**src/jdac_map.svh**
```systemverilog
// register offsets, field positions, reset values and timing constants
`ifndef JDAC_MAP_SVH
`define JDAC_MAP_SVH

`define JDAC_REG_EN_ONE 8'h1d
`define JDAC_REG_EN_TWO 8'h1e
`define JDAC_REG_RSVD 8'h1f
`define JDAC_REG_UNLOCK 8'h66
`define JDAC_REG_BTNCLK 8'h6f

`define JDAC_EN_ONE_RST 8'h00
`define JDAC_EN_TWO_RST 8'h01
`define JDAC_UNLOCK_RST 8'h00
`define JDAC_BTNCLK_RST 8'h00
`define JDAC_READ_ZERO 8'h00
`define JDAC_UNLOCK_KEY 8'hf1

`define JDAC_HP_HI 7
`define JDAC_HP_LO 6
`define JDAC_SLEW_BIT 5
`define JDAC_FAST_BIT 3
`define JDAC_THR_BIT 2
`define JDAC_AUTO_HI 1
`define JDAC_AUTO_LO 0

`define JDAC_MODE_HOST 2'h0
`define JDAC_MODE_AUTO_SLP 2'h1
`define JDAC_MODE_AUTO_ALL 2'h2
`define JDAC_MODE_BAD 2'h3

`define JDAC_CLK_KHZ 20000
`define JDAC_SLOW_POLL_MS 2000
`define JDAC_FAST_POLL_MS 333
`define JDAC_POLL_W 26

`define JDAC_DEV_ADDR 7'h40
`define JDAC_BYTE_BITS 4'h8

`endif

```
**src/jdac_pkg.sv**
```systemverilog
// types shared by the jack detect control block
package jdac_pkg;
	typedef enum logic [2:0] {
		JDAC_I2C_IDLE,
		JDAC_I2C_ADDR,
		JDAC_I2C_PTR,
		JDAC_I2C_WDATA,
		JDAC_I2C_ACK,
		JDAC_I2C_RDATA,
		JDAC_I2C_MACK
	} jdac_i2c_state_t;
endpackage : jdac_pkg

```
**src/jdac_i2c.sv**
```systemverilog
// i2c target that turns bus transfers into register strobes
`timescale 1ns/1ns
`include "jdac_map.svh"
module jdac_i2c import jdac_pkg::*; #(
	parameter logic [6:0] DEV_ADDR = `JDAC_DEV_ADDR
) (
	// clock and reset
	input wire logic ref_clk,
	input wire logic sys_rst,
	// gate from supply monitor
	input wire logic bus_enable,
	// i2c pins
	input wire logic scl_in,
	input wire logic sda_in,
	output logic sda_out,
	output logic sda_oe,
	// register side
	output logic wr_stb,
	output logic [7:0] wr_addr,
	output logic [7:0] wr_data,
	output logic [7:0] rd_addr,
	input wire logic [7:0] rd_data
);
	logic [1:0] scl_sync;
	logic [1:0] sda_sync;
	logic scl_d;
	logic sda_d;
	logic scl_rise;
	logic scl_fall;
	logic start_seen;
	logic stop_seen;
	jdac_i2c_state_t st;
	jdac_i2c_state_t ack_next;
	logic [7:0] sh;
	logic [3:0] cnt;

	always_ff @(posedge ref_clk or posedge sys_rst) begin
		if (sys_rst) begin
			scl_sync <= 2'h3;
			sda_sync <= 2'h3;
			scl_d <= 1'b1;
			sda_d <= 1'b1;
		end else begin
			scl_sync <= {scl_sync[0], scl_in};
			sda_sync <= {sda_sync[0], sda_in};
			scl_d <= scl_sync[1];
			sda_d <= sda_sync[1];
		end
	end

	assign scl_rise = scl_sync[1] & ~scl_d;
	assign scl_fall = ~scl_sync[1] & scl_d;
	assign start_seen = scl_sync[1] & scl_d & sda_d & ~sda_sync[1];
	assign stop_seen = scl_sync[1] & scl_d & ~sda_d & sda_sync[1];

	// open drain: only ever pulls low
	always_ff @(posedge ref_clk or posedge sys_rst) begin
		if (sys_rst)
			sda_out <= 1'b0;
		else
			sda_out <= 1'b0;
	end

	always_ff @(posedge ref_clk or posedge sys_rst) begin
		if (sys_rst) begin
			st <= JDAC_I2C_IDLE;
			ack_next <= JDAC_I2C_IDLE;
			sh <= 8'h00;
			cnt <= 4'h0;
			sda_oe <= 1'b0;
			wr_stb <= 1'b0;
			wr_addr <= 8'h00;
			wr_data <= 8'h00;
			rd_addr <= 8'h00;
		end else begin
			wr_stb <= 1'b0;
			if (!bus_enable) begin
				st <= JDAC_I2C_IDLE;
				sda_oe <= 1'b0;
			end else if (start_seen) begin
				st <= JDAC_I2C_ADDR;
				cnt <= 4'h0;
				sda_oe <= 1'b0;
			end else if (stop_seen) begin
				st <= JDAC_I2C_IDLE;
				sda_oe <= 1'b0;
			end else begin
				case (st)
				JDAC_I2C_ADDR, JDAC_I2C_PTR, JDAC_I2C_WDATA: begin
					if (scl_rise) begin
						sh <= {sh[6:0], sda_sync[1]};
						cnt <= cnt + 4'h1;
					end else if (scl_fall && cnt == `JDAC_BYTE_BITS) begin
						st <= JDAC_I2C_ACK;
						sda_oe <= 1'b1;
						if (st == JDAC_I2C_ADDR) begin
							if (sh[7:1] != DEV_ADDR) begin
								st <= JDAC_I2C_IDLE;
								sda_oe <= 1'b0;
							end
							ack_next <= sh[0] ? JDAC_I2C_RDATA : JDAC_I2C_PTR;
						end else if (st == JDAC_I2C_PTR) begin
							rd_addr <= sh;
							ack_next <= JDAC_I2C_WDATA;
						end else begin
							wr_stb <= 1'b1;
							wr_addr <= rd_addr;
							wr_data <= sh;
							rd_addr <= rd_addr + 8'h01;
							ack_next <= JDAC_I2C_WDATA;
						end
					end
				end
				JDAC_I2C_ACK: begin
					if (scl_fall) begin
						cnt <= 4'h0;
						st <= ack_next;
						if (ack_next == JDAC_I2C_RDATA) begin
							sh <= {rd_data[6:0], 1'b0};
							sda_oe <= ~rd_data[7];
							cnt <= 4'h1;
							rd_addr <= rd_addr + 8'h01;
						end else begin
							sda_oe <= 1'b0;
						end
					end
				end
				JDAC_I2C_RDATA: begin
					if (scl_fall) begin
						if (cnt == `JDAC_BYTE_BITS) begin
							sda_oe <= 1'b0;
							st <= JDAC_I2C_MACK;
						end else begin
							sda_oe <= ~sh[7];
							sh <= {sh[6:0], 1'b0};
							cnt <= cnt + 4'h1;
						end
					end
				end
				JDAC_I2C_MACK: begin
					// nack ends the read; wait for stop or restart
					if (scl_rise) begin
						st <= sda_sync[1] ? JDAC_I2C_IDLE : JDAC_I2C_ACK;
						ack_next <= JDAC_I2C_RDATA;
					end
				end
				default: begin
					sda_oe <= 1'b0;
				end
				endcase
			end
		end
	end
endmodule : jdac_i2c

```
**src/jdac_ctrl.sv**
```systemverilog
// jack detect poll, class-g select, automatic enable and button clock regs
`timescale 1ns/1ns
`include "jdac_map.svh"
module jdac_ctrl import jdac_pkg::*; #(
	parameter logic [`JDAC_POLL_W-1:0] SLOW_POLL_CYC =
		`JDAC_POLL_W'(`JDAC_SLOW_POLL_MS * `JDAC_CLK_KHZ),
	parameter logic [`JDAC_POLL_W-1:0] FAST_POLL_CYC =
		`JDAC_POLL_W'(`JDAC_FAST_POLL_MS * `JDAC_CLK_KHZ)
) (
	// clock and reset
	input wire logic ref_clk,
	input wire logic sys_rst,
	// i2c pins
	input wire logic scl_in,
	input wire logic sda_in,
	output logic sda_out,
	output logic sda_oe,
	// supply and jack switch pins
	input wire logic core_supply_ok,
	input wire logic mic_supply,
	input wire logic jack_switch_terminal,
	input wire logic jack_switch_closed,
	// bits held in other control registers
	input wire logic power_down_request,
	input wire logic sleep_request,
	// detection engine
	input wire logic [7:0] det_en_one,
	input wire logic [1:0] det_en_hp,
	output logic detect_start,
	// block controls
	output logic [7:0] blk_en_one,
	output logic [1:0] blk_en_hp,
	output logic vol_slew_disable,
	output logic classg_threshold_select,
	output logic low_power,
	output logic [7:0] button_clock_setting
);
	logic [3:0] pin_s1;
	logic [3:0] pin_s2;
	logic sup_ok_d;
	logic sw_closed_d;
	logic sup_ok;
	logic wr_stb;
	logic [7:0] wr_addr;
	logic [7:0] wr_data;
	logic [7:0] rd_addr;
	logic [7:0] rd_data;
	logic [7:0] en_one_host;
	logic [7:0] en_two;
	logic [7:0] clock_unlock_key;
	logic [1:0] mode;
	logic auto_mode;
	logic auto_run;
	logic [7:0] eff_one;
	logic [1:0] eff_hp;
	logic [7:0] rep_one;
	logic [1:0] rep_hp;
	logic [`JDAC_POLL_W-1:0] poll_cnt;
	logic [`JDAC_POLL_W-1:0] poll_limit;
	logic poll_tick;

	// pins pass two flops; only the second is read
	always_ff @(posedge ref_clk or posedge sys_rst) begin
		if (sys_rst) begin
			pin_s1 <= 4'h0;
			pin_s2 <= 4'h0;
			sup_ok_d <= 1'b0;
			sw_closed_d <= 1'b0;
		end else begin
			pin_s1 <= {jack_switch_closed, jack_switch_terminal,
				mic_supply, core_supply_ok};
			pin_s2 <= pin_s1;
			sup_ok_d <= sup_ok;
			sw_closed_d <= pin_s2[3];
		end
	end

	assign sup_ok = pin_s2[0] & pin_s2[1];

	jdac_i2c u_i2c (
		.ref_clk(ref_clk),
		.sys_rst(sys_rst),
		.bus_enable(sup_ok),
		.scl_in(scl_in),
		.sda_in(sda_in),
		.sda_out(sda_out),
		.sda_oe(sda_oe),
		.wr_stb(wr_stb),
		.wr_addr(wr_addr),
		.wr_data(wr_data),
		.rd_addr(rd_addr),
		.rd_data(rd_data)
	);

	assign mode = en_two[`JDAC_AUTO_HI:`JDAC_AUTO_LO];
	assign auto_mode = (mode != `JDAC_MODE_HOST);
	// mode 01 needs sleep clear and the power bit at its run level
	assign auto_run = (mode == `JDAC_MODE_AUTO_ALL) ||
		(mode == `JDAC_MODE_AUTO_SLP && !sleep_request &&
		power_down_request);
	assign eff_one = auto_run ? det_en_one : `JDAC_READ_ZERO;
	assign eff_hp = auto_run ? det_en_hp : 2'h0;
	assign rep_one = auto_mode ? eff_one : en_one_host;
	assign rep_hp = auto_mode ? eff_hp : en_two[`JDAC_HP_HI:`JDAC_HP_LO];

	always_comb begin
		case (rd_addr)
		`JDAC_REG_EN_ONE: rd_data = rep_one;
		`JDAC_REG_EN_TWO: rd_data = {rep_hp, en_two[`JDAC_SLEW_BIT:0]};
		`JDAC_REG_UNLOCK: rd_data = clock_unlock_key;
		`JDAC_REG_BTNCLK: rd_data = button_clock_setting;
		default: rd_data = `JDAC_READ_ZERO;
		endcase
	end

	// only the async reset clears these; supply drops leave them alone
	always_ff @(posedge ref_clk or posedge sys_rst) begin
		if (sys_rst) begin
			en_one_host <= `JDAC_EN_ONE_RST;
			en_two <= `JDAC_EN_TWO_RST;
		end else if (wr_stb) begin
			if (wr_addr == `JDAC_REG_EN_ONE && !auto_mode)
				en_one_host <= wr_data;
			if (wr_addr == `JDAC_REG_EN_TWO) begin
				en_two[`JDAC_SLEW_BIT:`JDAC_THR_BIT] <=
					wr_data[`JDAC_SLEW_BIT:`JDAC_THR_BIT];
				if (!auto_mode)
					en_two[`JDAC_HP_HI:`JDAC_HP_LO] <=
						wr_data[`JDAC_HP_HI:`JDAC_HP_LO];
				// invalid code keeps the old mode
				if (wr_data[`JDAC_AUTO_HI:`JDAC_AUTO_LO] != `JDAC_MODE_BAD)
					en_two[`JDAC_AUTO_HI:`JDAC_AUTO_LO] <=
						wr_data[`JDAC_AUTO_HI:`JDAC_AUTO_LO];
			end
		end
	end

	always_ff @(posedge ref_clk or posedge sys_rst) begin
		if (sys_rst) begin
			clock_unlock_key <= `JDAC_UNLOCK_RST;
			button_clock_setting <= `JDAC_BTNCLK_RST;
		end else if (wr_stb) begin
			if (wr_addr == `JDAC_REG_UNLOCK)
				clock_unlock_key <= wr_data;
			if (wr_addr == `JDAC_REG_BTNCLK &&
				clock_unlock_key == `JDAC_UNLOCK_KEY)
				button_clock_setting <= wr_data;
		end
	end

	always_ff @(posedge ref_clk or posedge sys_rst) begin
		if (sys_rst) begin
			blk_en_one <= `JDAC_EN_ONE_RST;
			blk_en_hp <= 2'h0;
			vol_slew_disable <= 1'b0;
			classg_threshold_select <= 1'b0;
			low_power <= 1'b0;
		end else begin
			blk_en_one <= rep_one;
			blk_en_hp <= rep_hp;
			vol_slew_disable <= en_two[`JDAC_SLEW_BIT];
			classg_threshold_select <= en_two[`JDAC_THR_BIT];
			low_power <= (mode == `JDAC_MODE_AUTO_SLP) &&
				!power_down_request;
		end
	end

	assign poll_limit = en_two[`JDAC_FAST_BIT] ? FAST_POLL_CYC :
		SLOW_POLL_CYC;
	assign poll_tick = (poll_cnt >= poll_limit - `JDAC_POLL_W'(1));

	// timer held while the switch works or supplies are missing
	always_ff @(posedge ref_clk or posedge sys_rst) begin
		if (sys_rst)
			poll_cnt <= '0;
		else if (!sup_ok || pin_s2[2] || poll_tick)
			poll_cnt <= '0;
		else
			poll_cnt <= poll_cnt + `JDAC_POLL_W'(1);
	end

	always_ff @(posedge ref_clk or posedge sys_rst) begin
		if (sys_rst)
			detect_start <= 1'b0;
		else
			detect_start <= sup_ok && (
				(!pin_s2[2] && poll_tick) ||
				(pin_s2[2] && pin_s2[3] && !sw_closed_d) ||
				!sup_ok_d);
	end
endmodule : jdac_ctrl

```
**config.mk**
```make
export PLATFORM = sky130hd
export DESIGN_NAME = jdac_ctrl
export DESIGN_NICKNAME = d
export VERILOG_FILES = /design/src/jdac_pkg.sv /design/src/jdac_i2c.sv /design/src/jdac_ctrl.sv
export VERILOG_INCLUDE_DIRS = /design/src
export SDC_FILE = /design/constraint.sdc
export NUM_CORES = 1
export LEC_CHECK = 0
export BUFFER_PORTS_ARGS = -buffer_cell sky130_fd_sc_hd__buf_2
export CORE_UTILIZATION = 45
export CTS_BUF_LIST = sky130_fd_sc_hd__clkbuf_16
export DETAILED_ROUTE_END_ITERATION = 10
export REMOVE_ABC_BUFFERS = 1
export SETUP_SLACK_MARGIN = 0.3
export SYNTH_ARGS = -nofsm -noshare
export SYNTH_HDL_FRONTEND = slang
export SYNTH_SLANG_ARGS = --single-unit
export TNS_END_PERCENT = 30
```
**constraint.sdc**
```tcl
create_clock -name ref_clk -period 4.8 [get_ports ref_clk]
set_clock_uncertainty 0.05 [all_clocks]
set_input_delay 0.72 -clock ref_clk [delete_from_list [all_inputs] [get_ports ref_clk]]
set_output_delay 0.72 -clock ref_clk [all_outputs]
set_load 0.02 [all_outputs]
```
# Word-level counts from Yosys, hierarchy flattened
# Cells that the tools add are included.
[totals]
ram_bits = 0
latch_bits = 0
in_bits = 20
mem_bits_ro = 0
n_memories = 0
ff_bits = 132
[op_classes]
addsub = 4
n_bitwise = 20
muxes = 67
n_mul = 0
reduce_logical = 41
magnitude_cmp = 1
div_mod_pow = 0
eq_ne = 43
shifts = 0
[op_table]
columns = ["op", "n"]
rows = [
  ["8-bit 2-to-1 mux", 13],
  ["26-bit 2-to-1 mux", 2],
  ["3-bit 2-to-1 mux", 17],
  ["8-bit by 5-bit == test with 1-bit output, second input constant", 4],
  ["8-bit by 7-bit == test with 1-bit output, second input constant", 4],
  ["8-bit one-hot mux with 4 select lines", 1],
  ["26-bit by 1-bit adder with 26-bit output, second input constant", 1],
  ["26-bit greater-or-equal comparator", 1],
  ["26-bit by 1-bit subtractor with 26-bit output, second input constant", 1],
  ["5-bit by 2-bit != test with 1-bit output, second input constant", 5],
  ["4-bit 2-to-1 mux", 6],
  ["8-bit one-hot mux with 3 select lines", 1],
  ["7-bit AND reduction", 3],
  ["1-bit 2-to-1 mux", 20],
  ["9-bit AND reduction", 2],
  ["8-bit one-hot mux with 2 select lines", 1],
  ["2-bit by 1-bit != test with 1-bit output, second input constant", 7],
  ["3-bit == test, second input constant", 4],
  ["1-bit inverter", 12],
  ["3-bit one-hot mux with 4 select lines", 1],
  ["4-bit one-hot mux with 3 select lines", 1],
  ["1-bit logical AND", 10],
  ["3-bit by 1-bit != test with 1-bit output, second input constant", 3],
  ["8-bit by 1-bit adder with 8-bit output, second input constant", 1],
  ["other kinds (27)", 55],
]

# Depth between registers and ports, before layout
# Gate-level depths: netlist (run 1).
[depth]
depth_word = 14
mapped_depth = 10
mapped_depth_nobuf = 8

# Hierarchy
# A second synthesis (run 1) with hierarchy kept.
[hier_totals]
hier_cells = 566
area_unflattened_um2 = 6409.9
[modules_own_cells]
columns = ["mod", "area_each_um2", "cells_each", "instances", "seq_area_each_um2"]
rows = [
  ["jdac_ctrl", 3900.0, 320, 1, 2053.2],
  ["jdac_i2c", 2509.9, 246, 1, 1258.7],
]

# Worst setup path after synthesis (run 1)
# Ideal clock, no wire load.
[synth_timing]
kind = "flip-flop to flip-flop"
from = "reg en_two[3]"
to = "reg poll_cnt[11]"
setup_slack_ps = 2568
arrival_ps = 2110
n_path_buf = 2
required_time_ps = 4679
stages_incl_launch_ff = 10
cell_sequence = "dfrtp_1 -> inv_1 -> ha_1 -> a21o_1 -> a21oi_1 -> a21oi_1 -> or4_1 -> buf_4 -> buf_6 -> nor2_1"
[synth_via]
elab_chain_cells = 5
[synth_rtl]
columns = ["item", "line_no", "text"]
rows = [
  ["start, declared", "jdac_ctrl.sv:49", "logic [7:0] en_two;"],
  ["start signal, assigned", "jdac_ctrl.sv:120", "en_two <= `JDAC_EN_TWO_RST;"],
  ["start signal, assigned by index", "jdac_ctrl.sv:125", "en_two[`JDAC_SLEW_BIT:`JDAC_THR_BIT] <="],
  ["start signal, assigned by index", "jdac_ctrl.sv:128", "en_two[`JDAC_HP_HI:`JDAC_HP_LO] <="],
  ["26-bit 2-to-1 mux", "jdac_ctrl.sv:168", "assign poll_limit = en_two[`JDAC_FAST_BIT] ? FAST_POLL_CYC :"],
  ["26-bit by 1-bit subtractor with 26-bit output", "jdac_ctrl.sv:170", "assign poll_tick = (poll_cnt >= poll_limit - `JDAC_POLL_W'(1));"],
  ["26-bit greater-or-equal comparator", "jdac_ctrl.sv:170", ""],
  ["1-bit logical OR", "jdac_ctrl.sv:176", "else if (!sup_ok || pin_s2[2] || poll_tick)"],
  ["26-bit 2-to-1 mux", "jdac_ctrl.sv:176", ""],
  ["end signal, assigned", "jdac_ctrl.sv:179", "poll_cnt <= poll_cnt + `JDAC_POLL_W'(1);"],
  ["end, declared", "jdac_ctrl.sv:58", "logic [`JDAC_POLL_W-1:0] poll_cnt;"],
]
# Every way passes these cells.
# A chain may end at the register's enable or synchronous reset.

# Worst setup path after layout (run 1)
[layout_timing]
from = "reg en_two[3]"
to = "reg poll_cnt[7]"
# The elaborated chain is that of the path after synthesis.

==> results_tabular.tex, run 1 <==
\begin{tabular}{lr}
\hline
Metric & Value \\
\hline
\multicolumn{2}{l}{\textbf{Critical path}} \\
Worst setup path endpoint & poll\_cnt[7]\$\_DFF\_PP0\_ \\
Req. time, crit path & $\sim$5 ns \\
Highest-delay cell along the critical path & or4\_1 \\
Top delay family on crit path & simple AND/OR/NAND/NOR gates \\
Critical Path Max Stage Delay & 0.75 ns \\
Largest fanout on the critical path & 26 \\
Crit-path cells & inv\_1, ha\_1, nand3\_1, nor3\_1, nand2\_1, nor4\_1, or4\_1, nor2\_1 \\
Critical Path Start & en\_two[3]\$\_DFFE\_PP0P\_ \\
Worst-case reg-to-reg path depth & 8 \\
Arrival time reported for the critical path endpoint & roughly 3 ns \\
Kind of critical path & reg -> reg \\
Number of buffer and inverter instances along the worst setup path & 1 \\
Kind of launch point of the worst setup path & register \\
Instance count on the critical path & 8 \\
Reg2reg start & en\_two[3]\$\_DFFE\_PP0P\_ \\
Flop-to-flop setup slack & between 2 and 2.5 ns \\
RR Endpoint & poll\_cnt[7]\$\_DFF\_PP0\_ \\
Kind of end point of the critical path & register \\
\multicolumn{2}{l}{\textbf{Detailed routing}} \\
Detailed router's first-iteration violation count & 318 \\
Post-Route WL & 14300 um \\
Router iterations before antenna repair & 5 \\
Average wire length per cell after detail routing & 17.3 um \\
Post-DR vias/cell & about 5.7 \\
\# DRC & 0 \\
Detailed-route via count & approximately 4700 \\
Antenna-violating nets left & 0 \\
\multicolumn{2}{l}{\textbf{Placement}} \\
Placed instance area & 0.00668 sq mm \\
DP Wirelength & approximately 10000 um \\
Buffers on Ports & 42 \\
Last weighted congestion value of the routability-driven placer & 0.845 \\
\multicolumn{2}{l}{\textbf{CTS}} \\
Resize count post-CTS & 0 \\
Level count of the clock H-tree & 4 \\
Clock root buffer & clkbuf\_16 \\
CTS tree & done \\
Maximum clock path buffer count & 2 \\
Source-to-sink clock delay at the later pin of the worst-skew pair & roughly 0.42 ns \\
Cts bufs inserted & 17 \\
Postcts setup bufs & 0 \\
Post-CTS clock slew at the launch and capture registers of the worst setup and hold paths & approximately 0.060 ns \\
Clock net sink count & about 130 \\
Count of hold buffers inserted by post-cts repair & 0 \\
\multicolumn{2}{l}{\textbf{STA}} \\
Headroom to the max-slew limit & 11.7\% \\
F\_max & 0.360 GHz \\
Total negative slack & 0 ns \\
Setup repair after global routing missed its margin & no \\
Setup-violating endpoint count in the final report & 0 \\
Transition at the pin with the smallest max-transition slack & 1.32 ns \\
Max Transition Viols Final & 0 \\
Final worst path period need & 2.78 ns \\
Hold violation count in the final report & 0 \\
Ratio of final minimum period to clock period & 57.9\% \\
\multicolumn{2}{l}{\textbf{Cells and area}} \\
Fin nets & 676 \\
Area overhead of the layout relative to synthesis & 14.0\% \\
End-of-flow core utilization & a little over half \\
Commonest cells after routing, fill and taps aside & dfrtp\_1 (125), nor2\_1 (61), nand2\_1 (59) \\
Fraction of final layout cells with drive strength greater than 1 & 20.5\% \\
Most common library cell in the layout ignoring fill and taps & dfrtp\_1 \\
Final cell area excluding filler cells & 0.00721 sq mm \\
Fill count & 1220 \\
\multicolumn{2}{l}{\textbf{Synth}} \\
Share of synthesized registers carrying an async set or reset & 100\% \\
Synth unique cells & 60 \\
Number of flops mapped to enable cells by yosys & 0 \\
Sequential-to-total area share from yosys stat & 52.4\% \\
Post-Syn Instances & 596 \\
Register bit count reported by yosys & 132 \\
Number of warning messages in the yosys log & 0 \\
Post-synthesis instance area & 0.00632 sq mm \\
Average cell area after synthesis & 10.6 sq um \\
Most frequently used flop master after synthesis & dfrtp\_1 \\
\multicolumn{2}{l}{\textbf{Die}} \\
IO Count & 44 \\
Initial core utilization & 47.0\% \\
Die extent in x & 121 um \\
Core Region & between 0.01 and 0.015 sq mm \\
Floorplan row count & 42 \\
Full die area & 0.0145 sq mm \\
Vertical die dimension & 121 um \\
\multicolumn{2}{l}{\textbf{GRT}} \\
First-pass GRT wire length & approximately 24000 um \\
Total Routing Usage GR & a little over a fifth \\
Via count of the first global-routing pass & 4627 \\
GRT Residual Overflow & 0 \\
Pin count of the biggest net entering global routing & 78 \\
Initial antenna violation count & 1 \\
\multicolumn{2}{l}{\textbf{Power}} \\
Overall Power & between 2 and 2.5 mW \\
Internal power contribution & 1.83 mW \\
Fraction of power consumed by combinational cells & 2.1\% \\
Power share of the clock group & 49.5\% \\
Switch share & 21.6\% \\
Power per Cell Area & approximately 320 mW/mm\^{}2 \\
Leakage power figure & 3.27 nW \\
Net Switching & 503 uW \\
Reg power frac & 48.4\% \\
Max VDD drop & 0.267 mV \\
\multicolumn{2}{l}{\textbf{Run}} \\
Number of maximum-capacitance violations & 0 \\
\multicolumn{2}{l}{\textbf{Status}} \\
Outcome & completed \\
\multicolumn{2}{l}{\textbf{Hold path}} \\
HP Class & reg -> reg \\
Number of stages on the worst hold path & 0 \\
\hline
\end{tabular}
[cells in the mapped netlist, types with 3 or more instances]
| library cell | n | share of area, % |
|---|---|---|
| mux2i_1 | 12 | 1.9 |
| mux2_2 | 46 | 8.2 |
| or4_1 | 3 | 0.36 |
| xor2_1 | 18 | 2.5 |
| o2bb2ai_1 | 6 | 0.83 |
| nand3b_1 | 4 | 0.47 |
| a221oi_1 | 3 | 0.42 |
| nand2b_1 | 5 | 0.49 |
| o31ai_1 | 4 | 0.47 |
| a22oi_1 | 8 | 0.95 |
| ha_1 | 16 | 3.2 |
| nor2b_1 | 6 | 0.59 |
| inv_1 | 14 | 0.83 |
| nand2_1 | 59 | 3.5 |
| clkbuf_1 | 15 | 0.89 |
| a222oi_1 | 4 | 0.63 |
| dfstp_2 | 7 | 2.9 |
| nand4b_1 | 3 | 0.42 |
| nor3_1 | 12 | 0.95 |
| dfrtp_1 | 125 | 49 |
| nand4_1 | 11 | 1.1 |
| a21o_1 | 3 | 0.36 |
| a21oi_1 | 34 | 2.7 |
| nand3_1 | 17 | 1.3 |
| o21ai_1 | 5 | 0.40 |
| a31oi_1 | 3 | 0.30 |
| and3_1 | 4 | 0.40 |
| nor2_1 | 61 | 3.6 |
| nor3_2 | 4 | 0.63 |
| or3_1 | 4 | 0.40 |
| o21ai_0 | 33 | 2.6 |
| xnor2_1 | 6 | 0.83 |
| a211oi_1 | 3 | 0.36 |
[how the worst min path moves through the flow]
stage / startpoint / endpoint / slack (ns)
2_1_floorplan: pin_s1[0]$_DFF_PP0_ / pin_s2[0]$_DFF_PP0_ / 0.28
3_3_place_gp: pin_s1[1]$_DFF_PP0_ / pin_s2[1]$_DFF_PP0_ / 0.28
3_5_place_dp: pin_s1[2]$_DFF_PP0_ / pin_s2[2]$_DFF_PP0_ / 0.28
4_1_cts: pin_s1[2]$_DFF_PP0_ / pin_s2[2]$_DFF_PP0_ / 0.30
5_1_grt: pin_s1[3]$_DFF_PP0_ / pin_s2[3]$_DFF_PP0_ / 0.30
6_report: pin_s1[2]$_DFF_PP0_ / pin_s2[2]$_DFF_PP0_ / 0.30
[final cells by class]
cell class	instances	area, sq um	area share, %
flip-flops and latches	132	3310	45.9
multi-input cells	429	2860	39.6
well taps	176	220	3.05
diodes	1	2.50	0.0347
clock inverters	15	101	1.41
repair buffers	46	240	3.33
clock buffers	17	425	5.90
inverters	14	55.1	0.763
[power by group through the flow]
stage	Combinational (mW)	Sequential, mW	Clock [mW]
final	0.0486	1.13	1.15
after global routing	0.0565	1.13	1.22
after CTS	0.0507	1.13	1.18
after detailed placement	0.0504	1.15	0
after global placement	0.0493	1.15	0
after floorplan	0.0277	1.15	0
[routing by layer]
metal | share of wire (%) | up-vias | track usage [%] | routed length (um)
li1 | - | 2239 | - | -
met1 | 47 | 2357 | 29.1 | 6800
met2 | 46 | 124 | 33.0 | 6640
met3 | 4.9 | 16 | 5.00 | 707
met4 | 1.2 | 0 | 8.72 | 172
met5 | 0 | - | 0 | 0
[sequential cells by signal, summed over array words and instances, names as in the netlist, 4 cells and up]
| name | count |
|---|---|
| u_i2c.rd_addr | 8 |
| pin_s2 | 4 |
| pin_s1 | 4 |
| clock_unlock_key | 8 |
| u_i2c.wr_addr | 8 |
| en_two | 8 |
| poll_cnt | 26 |
| u_i2c.sh | 8 |
| button_clock_setting | 8 |
| en_one_host | 8 |
| u_i2c.wr_data | 8 |
| u_i2c.cnt | 4 |
| blk_en_one | 8 |
[stage by stage]
step	setup WS [ns]	hold WS, ns	instances
floorplan	0.516	0.281	575
global placement	2.13	0.285	797
detailed placement	2.03	0.285	797
CTS	2.01	0.297	829
global route	1.78	0.305	829
finish	2.02	0.296	830
[worst register-to-register path, delay by kind of cell, from the launching register on]
kind | cells | cell delay (ns)
and+or+nand+nor | 6 | 1.54
buffers and inverters | 1 | 0.19
adders and majority gates | 1 | 0.34
DFF | 1 | 0.49
[cell families (layout without fill, tap and decap cells)]
logic type | Yosys count | count (layout) | share of synthesized area, %
other | 1 | 2 | 0.0593
xor gates and xnor gates | 24 | 24 | 3.32
and+or+nand+nor | 210 | 210 | 16.6
AOI/OAI and AO/OA | 120 | 120 | 12.0
buffers and inverters | 35 | 92 | 2.47
adders and majority gates | 16 | 16 | 3.17
muxes | 58 | 58 | 10.1
DFF | 132 | 132 | 52.4
(Power assumes the default switching activity.)
==> run 2: changes to the inputs <==
Clock period 4.8 ns to 2.4 ns, I/O delays scaled along.
==> run 2 against run 1 <==
Against the previous run: cell area increased by 8.5%; sequential share of layout area decreased by 3.5 points; clock power increased by 120%; combinational power increased to 2.6 times the previous value; flip-flop and latch count unchanged; clock-buffer cell count unchanged; die area did not move; global-route usage barely moved; critical path depth is the same; non-clock buffer count rose by 30; fmax is 23% higher.
==> results_tabular.tex, run 2 (synthesis results as in run 1) <==
\begin{tabular}{lr}
\hline
Metric & Value \\
\hline
\multicolumn{2}{l}{\textbf{Detailed routing}} \\
Antenna-violating nets left & 0 \\
Detailed router's first-iteration violation count & about 360 \\
Router iterations before antenna repair & 5 \\
Post-Route WL & 14800 um \\
Average wire length per cell after detail routing & $\sim$17 um \\
Detailed-route via count & 4861 \\
Post-DR vias/cell & 5.65 \\
\# DRC & 0 \\
\multicolumn{2}{l}{\textbf{Cells and area}} \\
Fraction of final layout cells with drive strength greater than 1 & 28.1\% \\
Final cell area excluding filler cells & between 0.007 and 0.008 sq mm \\
Flip-flop count of the largest register, all copies and words added & 26 \\
End-of-flow core utilization & 58.2\% \\
Fill count & between 1000 and 1500 \\
Count of placed standard cells in the final layout, fillers left out & 860 \\
Area overhead of the layout relative to synthesis & 23.7\% \\
Fin nets & approximately 700 \\
Largest register by flop count & poll\_cnt \\
Commonest cells after routing, fill and taps aside & dfrtp\_1 (122), nand2\_1 (58), nor2\_1 (52) \\
Most common library cell in the layout ignoring fill and taps & dfrtp\_1 \\
\multicolumn{2}{l}{\textbf{Critical path}} \\
Req. time, crit path & roughly 2.7 ns \\
Critical Path Max Stage Delay & 0.57 ns \\
Largest fanout on the critical path & 7 \\
Top delay family on crit path & simple AND/OR/NAND/NOR gates \\
Cell repeated most along the worst path & a21oi\_2 \\
Number of buffer and inverter instances along the worst setup path & 2 \\
Kind of launch point of the worst setup path & register \\
Arrival time reported for the critical path endpoint & approximately 2.6 ns \\
Crit-path cells & inv\_2, ha\_1, a21o\_1, a21oi\_2, a21oi\_2, or4\_4, clkbuf\_16, nor2\_1 \\
Kind of critical path & reg -> reg \\
Highest-delay cell along the critical path & or4\_4 \\
Kind of end point of the critical path & register \\
\multicolumn{2}{l}{\textbf{Die}} \\
IO Count & 44 \\
Die extent in x & 121 um \\
Vertical die dimension & 121 um \\
Full die area & $\sim$0.015 sq mm \\
Initial core utilization & between 40 and 50\% \\
Core Region & 0.0135 sq mm \\
Floorplan row count & 42 \\
\multicolumn{2}{l}{\textbf{Status}} \\
Outcome & completed \\
\multicolumn{2}{l}{\textbf{CTS}} \\
Source-to-sink clock delay at the later pin of the worst-skew pair & roughly 0.41 ns \\
CTS tree & done \\
Post-CTS clock slew at the launch and capture registers of the worst setup and hold paths & 0.06 ns \\
Level count of the clock H-tree & 4 \\
Clock net sink count & 132 \\
Cts bufs inserted & 17 \\
Maximum clock path buffer count & 2 \\
Clock root buffer & clkbuf\_16 \\
\multicolumn{2}{l}{\textbf{Run}} \\
Number of maximum-capacitance violations & 0 \\
\multicolumn{2}{l}{\textbf{Power}} \\
Leakage power figure & 3.47 nW \\
Power per Cell Area & 628 mW/mm\^{}2 \\
Max VDD drop & 0.522 mV \\
Overall Power & 4.91 mW \\
\multicolumn{2}{l}{\textbf{Hold path}} \\
HP Class & in -> reg \\
\multicolumn{2}{l}{\textbf{GRT}} \\
Total Routing Usage GR & 21.4\% \\
GRT Residual Overflow & 0 \\
Pin count of the biggest net entering global routing & 61 \\
Initial antenna violation count & 1 \\
Via count of the first global-routing pass & 4823 \\
First-pass GRT wire length & roughly 24000 um \\
\multicolumn{2}{l}{\textbf{STA}} \\
Setup repair after global routing missed its margin & yes \\
Setup-violating endpoint count in the final report & 0 \\
Final worst path period need & 2.26 ns \\
Transition at the pin with the smallest max-transition slack & 0.572 ns \\
Max Transition Viols Final & 0 \\
F\_max & 0.442 GHz \\
Headroom to the max-slew limit & roughly three fifths \\
Hold violation count in the final report & 0 \\
Ratio of final minimum period to clock period & 94.2\% \\
\multicolumn{2}{l}{\textbf{Placement}} \\
Last weighted congestion value of the routability-driven placer & 0.902 \\
\# placed instances & between 800 and 900 \\
Buffers on Ports & 42 \\
DP Wirelength & about 10000 um \\
Placed instance area & approximately 0.0068 sq mm \\
\hline
\end{tabular}
## run 2: cell count changes in the layout (fill, tap and decap cells not counted), moves of 6 or more
cell	before	now
ha_4	0	6
nor2_4	0	8
ha_1	16	8
dlygate4sd3_1	0	7
buf_4	4	19
nor2_1	61	52
## run 2: per-layer routing
layer	share of wire, %	GRT usage [%]	vias to the layer above
li1	-	-	2296
met1	47	29.2	2409
met2	46	33.3	140
met3	5.5	5.52	16
met4	1.0	7.25	0
met5	0	0	-
## run 2: power breakdown
part | leakage (nW) | internal [mW] | total (mW) | switching, mW
Clock | 0.287 | 1.60 | 2.53 | 0.928
Sequential | 1.76 | 2.25 | 2.26 | 0.0113
Combinational | 1.43 | 0.0469 | 0.128 | 0.0807
Total | 3.47 | 3.90 | 4.91 | 1.02
## run 2: worst register-to-register path, cell delays in order, from the launching register on
cell	delay, ns
dfrtp_2	0.42
inv_2	0.08
ha_1	0.33
a21o_1	0.20
a21oi_2	0.15
a21oi_2	0.08
or4_4	0.57
clkbuf_16	0.20
nor2_1	0.10
## run 2: path summary, 6_finish.rpt
path | startpoint | end | slack, ns | cells after the start
hold reg to reg | pin_s1[0]$_DFF_PP0_ | pin_s2[0]$_DFF_PP0_ | 0.30 | 0
setup reg to reg | en_two[3]$_DFFE_PP0P_ | poll_cnt[22]$_DFF_PP0_ | 0.14 | 8
min in group asynchronous | sys_rst | u_i2c.cnt[1]$_DFFE_PP0P_ | 0.46 | 3
setup / recovery | en_two[3]$_DFFE_PP0P_ | poll_cnt[22]$_DFF_PP0_ | 0.14 | 8
max in group asynchronous | sys_rst | en_two[0]$_DFFE_PP1P_ | 1.13 | 4
hold / removal | power_down_request | low_power$_DFF_PP0_ | 0.07 | 2
## run 2: area by class of cell
cell class                 count  area [sq um]  area share, %
antenna                        1          2.50         0.0320
clock buffer                  17           425           5.44
clock inverter                15           148           1.89
inverter                      14          55.1          0.704
multi-input combinational    429          3090           39.5
sequential                   132          3320           42.4
tap                          176           220           2.81
timing repair buffer          76           571           7.29
## run 2: what timing repair did
item	in CTS	in global routing
pin swaps	4	15
endpoints found under the hold margin	31	0
endpoints found under the setup margin	34	54
hold buffers	7	0
setup buffers	2	3
cloned	0	2
gates resized for setup	10	47
## run 2: metrics by stage
stage / worst slack (ns) / setup TNS, ns / hold WS [ns]
finish: 0.140 / 0 / 0.0670
CTS: 0.216 / 0 / 0.0528
global route: 0.0746 / 0 / 0.0603
floorplan: -1.52 / -194.58 / 0.281
detailed placement: 0.145 / 0 / 0.285
global placement: 0.192 / 0 / 0.283
==> run 3: changes to the inputs <==
Settings changed: REMOVE_ABC_BUFFERS 1 to not set.
==> run 3 against run 2 <==
Against the previous run: die area unchanged; setup slack got worse by 0.11 ns; global-route usage increased by 0.61 points; utilization grew 0.64 points; clock power decreased by 5%; fmax shrank 4.7%; via count grew 0.62%; cell area increased by 1.1%; cell count decreased by 0.12%; sequential power barely moved; clock-buffer cell count did not move; flip-flop and latch count unchanged; highest routed layer unchanged.
==> results_tabular.tex, run 3 (synthesis results as in run 1) <==
\begin{tabular}{lr}
\hline
Metric & Value \\
\hline
\multicolumn{2}{l}{\textbf{Power}} \\
Power per Cell Area & 606 mW/mm\^{}2 \\
Leakage power figure & $\sim$3.5 nW \\
Max VDD drop & 0.434 mV \\
Overall Power & about 4.8 mW \\
\multicolumn{2}{l}{\textbf{Placement}} \\
Placed instance area & 0.00680 sq mm \\
\# placed instances & 810 \\
DP Wirelength & 9950 um \\
Last weighted congestion value of the routability-driven placer & 0.869 \\
Buffers on Ports & 42 \\
\multicolumn{2}{l}{\textbf{GRT}} \\
Total Routing Usage GR & around 22\% \\
Initial antenna violation count & 0 \\
First-pass GRT wire length & around 24000 um \\
Pin count of the biggest net entering global routing & 133 \\
Via count of the first global-routing pass & 4620 \\
GRT Residual Overflow & 0 \\
\multicolumn{2}{l}{\textbf{STA}} \\
F\_max & approximately 0.42 GHz \\
Ratio of final minimum period to clock period & 98.8\% \\
Hold violation count in the final report & 0 \\
Final worst path period need & 2.37 ns \\
Hold slack final & 0.0595 ns \\
Setup repair after global routing missed its margin & yes \\
Headroom to the max-slew limit & $\sim$53\% \\
Max Transition Viols Final & 0 \\
Transition at the pin with the smallest max-transition slack & about 0.7 ns \\
Setup-violating endpoint count in the final report & 0 \\
\multicolumn{2}{l}{\textbf{Cells and area}} \\
Most common library cell in the layout ignoring fill and taps & dfrtp\_1 \\
Number of antenna cells inserted & 0 \\
Final cell area excluding filler cells & 0.00791 sq mm \\
Area overhead of the layout relative to synthesis & 25.1\% \\
Fill count & 1138 \\
Largest register by flop count & poll\_cnt \\
Commonest cells after routing, fill and taps aside & dfrtp\_1 (122), nand2\_1 (59), mux2\_2 (46) \\
Fin nets & 707 \\
Count of placed standard cells in the final layout, fillers left out & between 800 and 900 \\
Flip-flop count of the largest register, all copies and words added & 26 \\
Fraction of final layout cells with drive strength greater than 1 & 30.6\% \\
\multicolumn{2}{l}{\textbf{CTS}} \\
Source-to-sink clock delay at the later pin of the worst-skew pair & 0.42 ns \\
Level count of the clock H-tree & 4 \\
Clock net sink count & about 130 \\
Cts bufs inserted & 17 \\
Post-CTS clock slew at the launch and capture registers of the worst setup and hold paths & 0.05 ns \\
Maximum clock path buffer count & 2 \\
CTS tree & done \\
Clock root buffer & clkbuf\_16 \\
\multicolumn{2}{l}{\textbf{Critical path}} \\
Kind of launch point of the worst setup path & register \\
Largest fanout on the critical path & 5 \\
Arrival time reported for the critical path endpoint & 2.63 ns \\
Kind of critical path & reg -> reg \\
Flop-to-flop setup slack & about 0.028 ns \\
Critical Path Start & en\_two[3]\$\_DFFE\_PP0P\_ \\
Req. time, crit path & 2.65 ns \\
Reg2reg start & en\_two[3]\$\_DFFE\_PP0P\_ \\
Kind of end point of the critical path & register \\
\multicolumn{2}{l}{\textbf{Detailed routing}} \\
\# DRC & 0 \\
Antenna-violating nets left & 0 \\
Detailed-route via count & 4891 \\
Detailed router's first-iteration violation count & 435 \\
Router iterations before antenna repair & 6 \\
Average wire length per cell after detail routing & $\sim$18 um \\
Post-DR vias/cell & between 5 and 6 \\
Post-Route WL & 15400 um \\
\multicolumn{2}{l}{\textbf{Die}} \\
Floorplan row count & 42 \\
Core Region & 0.0135 sq mm \\
Initial core utilization & 47.0\% \\
Vertical die dimension & 121 um \\
Die extent in x & 121 um \\
Full die area & 0.0145 sq mm \\
IO Count & 44 \\
\multicolumn{2}{l}{\textbf{Status}} \\
Outcome & completed \\
\multicolumn{2}{l}{\textbf{Synth}} \\
Total nets after synthesis & $\sim$630 \\
\multicolumn{2}{l}{\textbf{Hold path}} \\
HP Class & in -> reg \\
Worst Min Path Start & power\_down\_request \\
\multicolumn{2}{l}{\textbf{Run}} \\
Number of maximum-capacitance violations & 0 \\
\hline
\end{tabular}
run 3: cell count changes in the layout (fill, tap and decap cells not counted), sizes merged:
cell         before  now
clkinvlp          1    4
buf              67   70
dlygate4sd3       7    6
inv              17   15
diode             1    0
bufinv            3    2
clkbuf           19   18
clkinv            8    7
run 3: routing by layer:
| metal | share of wire, % | vias up | global-route usage (%) |
|---|---|---|---|
| met3 | 5.3 | 27 | 4.53 |
| met4 | 1.5 | 0 | 8.87 |
| li1 | - | 2298 | - |
| met1 | 46 | 2399 | 30.5 |
| met5 | 0 | - | 0 |
| met2 | 47 | 167 | 33.8 |
run 3: final timing paths:
kind | to | cells past startpoint
max reg2reg | poll_cnt[10]$_DFF_PP0_ | 10
max | poll_cnt[10]$_DFF_PP0_ | 10
min reg2reg | pin_s2[2]$_DFF_PP0_ | 0
max in group asynchronous | u_i2c.rd_addr[2]$_DFFE_PP0P_ | 3
min | low_power$_DFF_PP0_ | 2
min in group asynchronous | poll_cnt[25]$_DFF_PP0_ | 3
run 3: area by class of cell:
| class | instances | area (sq um) | area share (%) |
|---|---|---|---|
| Multi-Input combinational cell | 429 | 3190 | 40.4 |
| Clock buffer | 17 | 425 | 5.38 |
| Inverter | 14 | 58.8 | 0.743 |
| Sequential cell | 132 | 3320 | 41.9 |
| Tap cell | 176 | 220 | 2.78 |
| Timing Repair Buffer | 77 | 573 | 7.24 |
| Clock inverter | 14 | 123 | 1.55 |
run 3: per-stage QoR:
stage / setup TNS, ns / worst slack [ns] / utilization, %
3_5_place_dp: -0.0340 / -0.0180 / 50.5
4_1_cts: 0 / 0.174 / 57.0
3_3_place_gp: 0 / 0.0417 / 50.5
2_1_floorplan: 0 / 0.168 / -
5_1_grt: -0.770 / -0.0518 / 58.8
6_report: 0 / 0.0280 / 58.8
run 3: what timing repair did:
item,4_1_cts,5_1_grt
endpoints found under the setup margin,34,66
pin swaps,10,21
hold endpoints to repair,6,0
buffers inserted,5,5
gates cloned,1,1
hold buffers,6,0
resized for setup,37,45
run 3: where the power goes:
| group | switching [mW] | total [mW] | internal [mW] | leakage [nW] |
|---|---|---|---|---|
| clock network | 0.917 | 2.41 | 1.49 | 0.272 |
| registers | 0.0117 | 2.26 | 2.25 | 1.76 |
| logic | 0.0830 | 0.128 | 0.0449 | 1.44 |
run 3: critical path, cell delays in order, from the launching register on:
cell and delay (ns):
dfrtp_2 0.47, inv_4 0.09, buf_4 0.16, ha_1 0.29, nand2_1 0.07, nor3_1 0.22, nand2_1 0.15, nor4_4 0.29
or4_4 0.25, clkbuf_16 0.19, nor2_4 0.03
